### src/rtl/bpbo_pkg.sv
// Constants and carrier types for the bidirectional port with bus override.
// Assumes a 32-bit AXI4-Lite register bus and an 8-bit port.
package bpbo_pkg;

  // ----------------------------------------
  // Widths
  // ----------------------------------------
  localparam int PORT_W = 8;
  localparam int AXI_ADDR_W = 8;
  localparam int AXI_DATA_W = 32;

  // ----------------------------------------
  // Register offsets (byte addresses)
  // ----------------------------------------
  localparam logic [7:0] OFF_PIN_VALUE = 8'h00;
  localparam logic [7:0] OFF_OUTPUT_LATCH = 8'h04;
  localparam logic [7:0] OFF_DIRECTION = 8'h08;
  localparam logic [7:0] OFF_MEMORY_BUS_CONTROL = 8'h0C;
  localparam logic [7:0] OFF_HOST_PORT_REGISTER = 8'h10;

  // ----------------------------------------
  // Field positions
  // ----------------------------------------
  localparam int EXT_BUS_DISABLE_BIT = 7;
  localparam int GLOBAL_PULLUP_ENABLE_BIT = 7;

  // ----------------------------------------
  // Implemented pins per package variant
  // ----------------------------------------
  localparam logic [7:0] IMPL_MASK_WIDE = 8'hFF;
  localparam logic [7:0] IMPL_MASK_NARROW = 8'h30;

  // ----------------------------------------
  // Reset values
  // ----------------------------------------
  localparam logic [7:0] DIRECTION_RESET = 8'hFF;
  localparam logic [7:0] OUTPUT_LATCH_RESET = 8'h00;
  localparam logic EXT_BUS_DISABLE_RESET = 1'b1;
  localparam logic GLOBAL_PULLUP_ENABLE_RESET = 1'b0;

  // ----------------------------------------
  // AXI responses
  // ----------------------------------------
  localparam logic [1:0] RESP_OKAY = 2'h0;
  localparam logic [1:0] RESP_SLVERR = 2'h2;

  // External memory interface control strobes; pin 0 is the last field
  typedef struct packed {
    logic upper_byte_select;
    logic lower_byte_select;
    logic chip_enable;
    logic byte_addr_bit0;
    logic write_high_strobe;
    logic write_low_strobe;
    logic output_enable;
    logic addr_latch_enable;
  } bpbo_bus_ctrl_t;

endpackage : bpbo_pkg

### src/rtl/bpbo_top.sv
// Bidirectional 8-bit port with external-memory-bus override and AXI4-Lite registers.
// Assumes bus control strobes come from logic on ref_clk; pins are asynchronous.
`timescale 1ns/1ns
// Function
// [RL1] Wide package has all eight pins; narrow package only pins 5 and 4.
// [RL2] Direction bit one makes the pin an input, driver off.
// [RL3] Direction bit zero drives the output latch value onto the pin.
// [RL4] Output latch readable and writable at its own address, reads latch not pin.
// [RL5] Each pin's direction is chosen on its own.
// [RL6] Every pin is a digital input after any reset.
// [RL7] External bus enabled: all pins become bus control outputs, overriding direction and data.
// [RL8] Each pin has a weak pull-up; one global bit clear disables all.
// [RL9] Pull-up is off for any pin configured as output.
// [RL10] Global pull-up enable resets to off.
// [RL11] Bus pins 0..7: latch enable, output enable, write low, write high, addr0, chip enable, lower, upper.
// [RL12] Pin-value read gives synchronised pins; write updates the output latch.
// [RL13] Unimplemented bits read zero and ignore writes.
module bpbo_top #(
  parameter bit WIDE_PACKAGE = 1'b1
) (
  input wire logic ref_clk,
  input wire logic reset,
  input wire logic clk_en,
  input wire logic [bpbo_pkg::AXI_ADDR_W-1:0] s_axi_awaddr,
  input wire logic s_axi_awvalid,
  output logic s_axi_awready,
  input wire logic [bpbo_pkg::AXI_DATA_W-1:0] s_axi_wdata,
  input wire logic [3:0] s_axi_wstrb,
  input wire logic s_axi_wvalid,
  output logic s_axi_wready,
  output logic [1:0] s_axi_bresp,
  output logic s_axi_bvalid,
  input wire logic s_axi_bready,
  input wire logic [bpbo_pkg::AXI_ADDR_W-1:0] s_axi_araddr,
  input wire logic s_axi_arvalid,
  output logic s_axi_arready,
  output logic [bpbo_pkg::AXI_DATA_W-1:0] s_axi_rdata,
  output logic [1:0] s_axi_rresp,
  output logic s_axi_rvalid,
  input wire logic s_axi_rready,
  input wire bpbo_pkg::bpbo_bus_ctrl_t bus_ctrl_in,
  input wire logic [bpbo_pkg::PORT_W-1:0] pin_in,
  output logic [bpbo_pkg::PORT_W-1:0] pin_out,
  output logic [bpbo_pkg::PORT_W-1:0] pin_oe,
  output logic [bpbo_pkg::PORT_W-1:0] pin_pullup_en
);
  import bpbo_pkg::*;

  // ----------------------------------------
  // Package variant
  // ----------------------------------------
  localparam logic [PORT_W-1:0] IMPL_MASK = WIDE_PACKAGE ? IMPL_MASK_WIDE : IMPL_MASK_NARROW; // RL1

  // ----------------------------------------
  // Port state
  // ----------------------------------------
  logic [PORT_W-1:0] output_latch;
  logic [PORT_W-1:0] direction;
  logic ext_bus_disable;
  logic global_pullup_enable;
  logic [PORT_W-1:0] pin_sync;

  // ----------------------------------------
  // Bus slave state
  // ----------------------------------------
  logic aw_held;
  logic w_held;
  logic [AXI_ADDR_W-1:0] aw_addr_q;
  logic [AXI_DATA_W-1:0] w_data_q;
  logic w_strb0_q;

  bpbo_sync #(
    .WIDTH(PORT_W)
  ) u_pin_sync (
    .ref_clk(ref_clk),
    .reset(reset),
    .clk_en(clk_en),
    .async_in(pin_in),
    .stable_out(pin_sync)
  );

  // ----------------------------------------
  // Write channel
  // ----------------------------------------
  wire aw_take = s_axi_awvalid && s_axi_awready;
  wire w_take = s_axi_wvalid && s_axi_wready;
  // Commit only once both halves are held and the last response has gone
  wire wr_commit = aw_held && w_held && !s_axi_bvalid;
  wire next_aw_held = (aw_held || aw_take) && !wr_commit;
  wire next_w_held = (w_held || w_take) && !wr_commit;
  wire b_done = s_axi_bvalid && s_axi_bready;
  wire next_bvalid = wr_commit || (s_axi_bvalid && !b_done);

  wire [AXI_ADDR_W-1:0] wr_word = {aw_addr_q[AXI_ADDR_W-1:2], 2'b00};
  wire wr_pin_value = (wr_word == OFF_PIN_VALUE);
  wire wr_latch = (wr_word == OFF_OUTPUT_LATCH);
  wire wr_dir = (wr_word == OFF_DIRECTION);
  wire wr_mem_ctrl = (wr_word == OFF_MEMORY_BUS_CONTROL);
  wire wr_host_port = (wr_word == OFF_HOST_PORT_REGISTER);
  wire wr_mapped = wr_pin_value || wr_latch || wr_dir || wr_mem_ctrl || wr_host_port;
  wire wr_en = wr_commit && w_strb0_q;
  wire [PORT_W-1:0] wr_byte = w_data_q[PORT_W-1:0];
  wire [1:0] next_bresp = wr_mapped ? RESP_OKAY : RESP_SLVERR;

  always_ff @(posedge ref_clk)
  begin
    if (reset)
    begin
      aw_held <= 1'b0;
      w_held <= 1'b0;
      aw_addr_q <= '0;
      w_data_q <= '0;
      w_strb0_q <= 1'b0;
      s_axi_awready <= 1'b0;
      s_axi_wready <= 1'b0;
      s_axi_bvalid <= 1'b0;
      s_axi_bresp <= RESP_OKAY;
    end
    else if (clk_en)
    begin
      if (aw_take)
      begin
        aw_addr_q <= s_axi_awaddr;
      end
      if (w_take)
      begin
        w_data_q <= s_axi_wdata;
        w_strb0_q <= s_axi_wstrb[0];
      end
      aw_held <= next_aw_held;
      w_held <= next_w_held;
      s_axi_awready <= !next_aw_held;
      s_axi_wready <= !next_w_held;
      s_axi_bvalid <= next_bvalid;
      if (wr_commit)
      begin
        s_axi_bresp <= next_bresp;
      end
    end
  end

  // ----------------------------------------
  // Port registers
  // ----------------------------------------
  // Both the pin-value and latch addresses land in the latch
  wire latch_wr = wr_en && (wr_pin_value || wr_latch); // RL4 RL12
  wire [PORT_W-1:0] next_latch = latch_wr ? (wr_byte & IMPL_MASK) : output_latch; // RL13
  wire [PORT_W-1:0] next_dir = (wr_en && wr_dir) ? (wr_byte & IMPL_MASK) : direction; // RL5 RL13

  always_ff @(posedge ref_clk)
  begin
    if (reset)
    begin
      output_latch <= OUTPUT_LATCH_RESET;
      direction <= DIRECTION_RESET & IMPL_MASK; // RL6
      ext_bus_disable <= EXT_BUS_DISABLE_RESET;
      global_pullup_enable <= GLOBAL_PULLUP_ENABLE_RESET; // RL10
    end
    else if (clk_en)
    begin
      output_latch <= next_latch;
      direction <= next_dir;
      if (wr_en && wr_mem_ctrl)
      begin
        ext_bus_disable <= wr_byte[EXT_BUS_DISABLE_BIT];
      end
      if (wr_en && wr_host_port)
      begin
        global_pullup_enable <= wr_byte[GLOBAL_PULLUP_ENABLE_BIT];
      end
    end
  end

  // ----------------------------------------
  // Read channel
  // ----------------------------------------
  wire ar_take = s_axi_arvalid && s_axi_arready;
  wire r_done = s_axi_rvalid && s_axi_rready;
  wire next_rvalid = ar_take || (s_axi_rvalid && !r_done);

  wire [AXI_ADDR_W-1:0] rd_word = {s_axi_araddr[AXI_ADDR_W-1:2], 2'b00};
  wire rd_pin_value = (rd_word == OFF_PIN_VALUE);
  wire rd_latch = (rd_word == OFF_OUTPUT_LATCH);
  wire rd_dir = (rd_word == OFF_DIRECTION);
  wire rd_mem_ctrl = (rd_word == OFF_MEMORY_BUS_CONTROL);
  wire rd_host_port = (rd_word == OFF_HOST_PORT_REGISTER);
  wire rd_mapped = rd_pin_value || rd_latch || rd_dir || rd_mem_ctrl || rd_host_port;
  wire [PORT_W-1:0] mem_ctrl_view = PORT_W'(ext_bus_disable) << EXT_BUS_DISABLE_BIT;
  wire [PORT_W-1:0] host_port_view = PORT_W'(global_pullup_enable) << GLOBAL_PULLUP_ENABLE_BIT;
  wire [PORT_W-1:0] rd_byte =
    rd_pin_value ? (pin_sync & IMPL_MASK) : // RL12 RL13
    rd_latch ? output_latch : // RL4
    rd_dir ? direction :
    rd_mem_ctrl ? mem_ctrl_view :
    rd_host_port ? host_port_view :
    '0;
  wire [AXI_DATA_W-1:0] next_rdata = {{(AXI_DATA_W-PORT_W){1'b0}}, rd_byte};
  wire [1:0] next_rresp = rd_mapped ? RESP_OKAY : RESP_SLVERR;

  always_ff @(posedge ref_clk)
  begin
    if (reset)
    begin
      s_axi_arready <= 1'b0;
      s_axi_rvalid <= 1'b0;
      s_axi_rdata <= '0;
      s_axi_rresp <= RESP_OKAY;
    end
    else if (clk_en)
    begin
      s_axi_rvalid <= next_rvalid;
      s_axi_arready <= !next_rvalid;
      if (ar_take)
      begin
        s_axi_rdata <= next_rdata;
        s_axi_rresp <= next_rresp;
      end
    end
  end

  // ----------------------------------------
  // Pin drive
  // ----------------------------------------
  wire bus_mode = !ext_bus_disable;
  // Struct order places the address latch enable on pin 0
  wire [PORT_W-1:0] bus_bits = bus_ctrl_in; // RL11
  wire [PORT_W-1:0] port_drive = ~direction & IMPL_MASK; // RL2 RL3 RL5
  wire [PORT_W-1:0] next_oe = bus_mode ? IMPL_MASK : port_drive; // RL7
  wire [PORT_W-1:0] next_out = (bus_mode ? bus_bits : output_latch) & IMPL_MASK; // RL7 RL3
  // Any driven pin loses its pull-up, bus mode included
  wire [PORT_W-1:0] next_pullup = {PORT_W{global_pullup_enable}} & ~next_oe & IMPL_MASK; // RL8 RL9

  always_ff @(posedge ref_clk)
  begin
    if (reset)
    begin
      pin_out <= '0;
      pin_oe <= '0; // RL6
      pin_pullup_en <= '0; // RL10
    end
    else if (clk_en)
    begin
      pin_out <= next_out;
      pin_oe <= next_oe;
      pin_pullup_en <= next_pullup;
    end
  end

endmodule : bpbo_top

### src/rtl/bpbo_sync.sv
// Three-stage input synchroniser with agreement filter.
// Assumes asynchronous inputs; output follows only when stages two and three agree.
`timescale 1ns/1ns
module bpbo_sync #(
  parameter int WIDTH = 8
) (
  input wire logic ref_clk,
  input wire logic reset,
  input wire logic clk_en,
  input wire logic [WIDTH-1:0] async_in,
  output logic [WIDTH-1:0] stable_out
);

  logic [WIDTH-1:0] stage1;
  logic [WIDTH-1:0] stage2;
  logic [WIDTH-1:0] stage3;
  logic [WIDTH-1:0] next_stable;

  // Per bit: accept the new level only once two stages match
  assign next_stable = (stage2 & stage3) | (stable_out & (stage2 | stage3));

  always_ff @(posedge ref_clk)
  begin
    if (reset)
    begin
      stage1 <= '0;
      stage2 <= '0;
      stage3 <= '0;
      stable_out <= '0;
    end
    else if (clk_en)
    begin
      stage1 <= async_in;
      stage2 <= stage1;
      stage3 <= stage2;
      stable_out <= next_stable;
    end
  end

endmodule : bpbo_sync

### config.mk
export PLATFORM = sky130hd
export DESIGN_NAME = bpbo_top
export DESIGN_NICKNAME = d
export VERILOG_FILES = /design/src/rtl/bpbo_pkg.sv /design/src/rtl/bpbo_top.sv /design/src/rtl/bpbo_sync.sv
export SDC_FILE = /design/constraint.sdc
export NUM_CORES = 1
export LEC_CHECK = 0
export ABC_AREA = 1
export BUFFER_PORTS_ARGS = -buffer_cell sky130_fd_sc_hd__clkbuf_2
export CORE_MARGIN = 4
export CORE_UTILIZATION = 34
export DETAILED_ROUTE_END_ITERATION = 16
export PLACE_DENSITY = 0.6
export SLEW_MARGIN = 40
export SYNTH_ARGS = -nofsm -noshare
export SYNTH_HDL_FRONTEND = slang
export SYNTH_SLANG_ARGS = --single-unit
### constraint.sdc
create_clock -name ref_clk -period 1.3 [get_ports ref_clk]
set_input_delay 0.065 -clock ref_clk [delete_from_list [all_inputs] [get_ports ref_clk]]
set_output_delay 0.065 -clock ref_clk [all_outputs]
set_load 0.01 [all_outputs]
Yosys cells after proc, flatten, opt, wreduce, memory -nomap -nowiden
Index checks and enable logic that the tools add are counted.

Output and inout bits: 65. Bits of input ports: 76. Register bits after elaboration: 110.

Bitwise logic cells: 7. Equality and inequality tests: 8. Multiplexer cells: 9. Reduce and logical (&&, ||, !) cells: 45.

Operator list (number): $mux 8 (7); $and 8x8->8 (3); $eq 6x2->1 const B (4); $logic_and 1x1->1 (16); $logic_not 8->1 (2); $not 8->8 (2); $or 8x8->8 (2); $reduce_and 2->1 (8); $eq 6x1->1 const B (2); $eq 6x3->1 const B (2); $logic_or 1x1->1 (12); $logic_not 1->1 (7); $mux 2 (2).

Logic depth before layout (Yosys ltp)
Word-level depth: 6. Depth in mapped cells: 9. Gate-level depth less buffers: 8.

By module
Synthesis repeated with hierarchy kept, for this count alone.

Cell total of the unflattened synthesis: 568. Area, all modules: 4556.9 um2.

Modules (own cells, without submodules): bpbo_top (area an instance 3275.6 um2, cells an instance 405, instances 1); bpbo_sync (area an instance 1281.2 um2, cells an instance 163, instances 1).

Worst setup path before layout
Ideal clock, no wire load.

Path type: reg2reg. Start point: reg s_axi_bvalid. End point: reg direction[5]. Cell stages (with the launch flop): 8. Library setup time: 0.125 ns. Clock period less this slack: 1.277 ns. Arrival: 1.153 ns. Path slack: 0.023 ns. Cells stage by stage: dfxtp_1 nor2_1 nand2_1 nor2_1 nand3_2 buf_6 nand2_1 o211ai_2.

Cells in the longest elaborated chain, start to end: 5.

Ends and longest elaborated chain: start: declaration (RTL line bpbo_top.sv:32) `output logic s_axi_bvalid,`; start signal: assignment (RTL line bpbo_top.sv:134) `s_axi_bvalid <= next_bvalid;`; $logic_not 1->1 (RTL line bpbo_top.sv:88) `wire wr_commit = aw_held && w_held && !s_axi_bvalid;`; $logic_and 1x1->1 (RTL line bpbo_top.sv:88); $logic_and 1x1->1 (RTL line bpbo_top.sv:101) `wire wr_en = wr_commit && w_strb0_q;`; $logic_and 1x1->1 (RTL line bpbo_top.sv:148) `wire [PORT_W-1:0] next_dir = (wr_en && wr_dir) ? (wr_byte & IMPL_MASK) : direction;`; $reduce_and 2->1 (no source line); end signal: assignment (RTL line bpbo_top.sv:155) `direction <= DIRECTION_RESET & IMPL_MASK;`; end signal: assignment (RTL line bpbo_top.sv:162) `direction <= next_dir;`; end: declaration (RTL line bpbo_top.sv:58) `logic [PORT_W-1:0] direction;`.

No other way between the ends. A chain may end at the register's enable or synchronous reset.

Final worst setup path
Start point: reg aw_addr_q[3]. End point: reg direction[2].

Cells in the longest elaborated chain, start to end: 3.

Ends and longest elaborated chain: start: declaration (RTL line bpbo_top.sv:68) `logic [AXI_ADDR_W-1:0] aw_addr_q;`; start signal: assignment (RTL line bpbo_top.sv:123) `aw_addr_q <= s_axi_awaddr;`; $eq 6x2->1 (RTL line bpbo_top.sv:97) `wire wr_dir = (wr_word == OFF_DIRECTION);`; $logic_and 1x1->1 (RTL line bpbo_top.sv:148); $reduce_and 2->1 (no source line).

No other way between the ends.

==> impl_metrics.env <==
export IMPL_grt_pass1_vias=3816
export IMPL_ys_seq_elements=106
export IMPL_utilization_pct=43.3
export IMPL_layout_cells_most_common="dfxtp_1"
export IMPL_most_common_layout_cells="dfxtp_1, clkbuf_2, o21ai_0"
export IMPL_ir_drop_mv=0.764
export IMPL_cts_buffer_depth=2
export IMPL_worst_r2r_cell_count=6
export IMPL_syn2layout_area_growth_pct=25.2
export IMPL_htreeDepth=3
export IMPL_r2r_start="aw_addr_q[3]"
export IMPL_cp_max_fo=16
export IMPL_finalHoldViolations=0
export IMPL_period_needed_ns=1.25
export IMPL_cts_buffers=9
export IMPL_gr_usage_met3_pct=3.92
export IMPL_cts_tree="yes"
export IMPL_netlist_area_um2=4370
export IMPL_antenna_cells=0
export IMPL_synth_warnings=0
export IMPL_place_hpwl_mm=8.35
export IMPL_worstHoldStart="s_axi_wdata[3]"
export IMPL_yosys_area_share_simple_pct=14.2
export IMPL_num_io_pins=141
export IMPL_synthCells=547
export IMPL_cp_required_ns=1.53
export IMPL_die_width_um=121
export IMPL_layout_nets=722
export IMPL_die_area_um2=14700
export IMPL_port_buffer_count=83
export IMPL_clock_sinks=106
export IMPL_status="complete, no violations"
export IMPL_wirelength_mm=11.4
export IMPL_fin_worst_skew_ns=0.00933
export IMPL_power_internal_uw=5110
export IMPL_gp_congestion=0.818
export IMPL_antenna_found_initial=0
export IMPL_core_area_um2=12600
export IMPL_leakage_uw=0.00245
export IMPL_wl_per_cell_um=13.9
export IMPL_min_path_type="in -> reg"
export IMPL_start_kind="flip-flop"
export IMPL_finalInstanceArea_um2=5470
export IMPL_grt_max_degree=41
export IMPL_comb_power_share_pct=9.4
export IMPL_initial_core_util_pct=34.6
export IMPL_multi_input_area_um2=1840
export IMPL_synth_top_family_by_area="compound AO/OA/AOI/OAI gates"
export IMPL_sw_frac_of_total_pct=24.3
export IMPL_fmax_ghz=0.803
export IMPL_use_met1_pct=20.2
export IMPL_drt_iter0_markers=267
export IMPL_cp_arrival_ns=1.47
export IMPL_synth_adder_area_share_pct=0
export IMPL_endpoint_kind="flip-flop"
export IMPL_dpl_cell_area_um2=4970
export IMPL_crit_path_start="aw_addr_q[3]"
export IMPL_r2r_end="direction[2]"
export IMPL_synth_avg_cell_area_um2=7.99
export IMPL_core_rowCount=41
export IMPL_vias_per_cell=4.76
export IMPL_period_share_pct=95.8
export IMPL_first_pass_iters=4
export IMPL_p_per_area_nw_per_um2=1230
export IMPL_clock_latency_ns=0.35
export IMPL_maxCapViolations=0
export IMPL_p_switching_uw=1640
export IMPL_die_h_um=121
export IMPL_grt_pass1_wl_mm=18.7
export IMPL_ant_nets=0
export IMPL_yosysSeqAreaShare_pct=48.6
export IMPL_synth_xor_area_share_pct=0
export IMPL_cts_root_buf="clkbuf_16"
export IMPL_synthMuxAreaShare_pct=0
export IMPL_top_usage_layer="met2"
export IMPL_pwr_share_seq_pct=50.9
export IMPL_holdPathStages=3
export IMPL_overflow=0
export IMPL_clkPwrFrac_pct=39.7
export IMPL_synth_compound_area_share_pct=24.3
export IMPL_use_met2_pct=25.9
export IMPL_min_to="w_data_q[3]"
export IMPL_dr_total_vias=3914
export IMPL_drive_above_1_share_pct=23.2
export IMPL_r2r_slack_ns=0.05
export IMPL_worstSetupPathType="reg -> reg"
export IMPL_drv_slew=0
export IMPL_route_detailed_drc=0
export IMPL_area_sequential_um2=2120
export IMPL_ys_types=28
export IMPL_setup_viol=0
export IMPL_path_clk_slew_ns=0.06
export IMPL_track_usage_pct=16.0
export IMPL_rsz0062_at_grt="true"
export IMPL_fill_cells=1285
## power groups by stage
stage | Clock (uW) | Combinational [uW] | Sequential, uW
floorplan | 0 | 387 | 3510
global placement | 0 | 566 | 3500
detailed placement | 0 | 584 | 3500
CTS | 2730 | 619 | 3430
global route | 2850 | 716 | 3450
finish | 2670 | 633 | 3430
## routing by layer
metal / vias to the layer above / routed length [um]
met5: - / 0
met4: 0 / 278
li1: 1991 / -
met2: 107 / 5360
met1: 1796 / 5130
met3: 20 / 631
## worst max-delay path by stage
stage | end | slack, ns | cells after the start
global route | output_latch[1] | -0.03 | 7
finish | direction[2] | 0.05 | 6
floorplan | direction[5] | 0.02 | 7
global placement | direction[7] | -0.009 | 8
CTS | direction[2] | 0.01 | 7
detailed placement | direction[7] | -0.05 | 8
## layout make-up
cell class                      count  share of cell area (%)
Clock buffer                       11                    4.26
Clock inverter                      5                    1.01
Inverter                           57                    4.00
Multi-Input combinational cell    352                    33.6
Sequential cell                   106                    38.9
Tap cell                          172                    3.94
Timing Repair Buffer              119                    14.3
Timing Repair inverter              1                  0.0915
## worst max-delay path, stage by stage (launching register included)
cell      delay [ns]
dfxtp_1         0.38
inv_1           0.13
nor3_4          0.20
nand3_2         0.11
buf_12          0.17
nand2_1         0.07
o211ai_2        0.07
## sequential cells by signal, indices dropped and copies added (netlist names), 6 cells and up
register,flops
output_latch,8
pin_oe,8
s_axi_rdata,8
u_pin_sync.stage3,8
u_pin_sync.stage2,8
aw_addr_q,6
u_pin_sync.stage1,8
u_pin_sync.stable_out,8
direction,8
w_data_q,8
pin_out,8
pin_pullup_en,8
## logic make-up after synthesis
group | Yosys count
AOI/OAI and AO/OA | 187
other | 1
DFF | 106
and+or+nand+nor | 139
buffers and inverters | 114
## stage by stage
| step | cells | hold slack (ns) | power [uW] | setup TNS (ns) | setup slack, ns |
|---|---|---|---|---|---|
| global route | 823 | 0.0277 | 7010 | -0.0769 | -0.0295 |
| global placement | 792 | 0.289 | 4060 | -0.0685 | -0.00936 |
| detailed placement | 792 | 0.300 | 4090 | -0.504 | -0.0470 |
| floorplan | 572 | 0.200 | 3900 | 0 | 0.0228 |
| finish | 823 | 0.00698 | 6740 | 0 | 0.0546 |
| CTS | 821 | 0.00108 | 6780 | 0 | 0.0109 |
## cell usage after synthesis, drive strengths merged
cell type | instances | area share (%)
dfxtp | 106 | 49
o21ai | 80 | 9.2
a21oi | 70 | 8.0
nand2 | 56 | 4.8
inv | 55 | 4.7
nor2 | 45 | 4.0
buf | 40 | 6.5
nand3 | 27 | 3.4
clkbuf | 17 | 1.5
o211ai | 17 | 3.8
a22oi | 8 | 1.4
nand4 | 8 | 1.1
a31oi | 7 | 1.0
nor3 | 3 | 0.72
a211oi | 2 | 0.34
clkinv | 2 | 0.17
o221ai | 2 | 0.40
conb | 1 | 0.086
o21bai | 1 | 0.17
## what timing repair did
item | in CTS | in global routing
gates resized for setup | 4 | 15
pin swaps | 0 | 4
hold endpoints to repair | 13 | 0
setup buffers | 0 | 1
hold buffers | 13 | 0
setup endpoints to repair | 16 | 23
cloned | 0 | 1
Power figures use the tool's default switching activity.
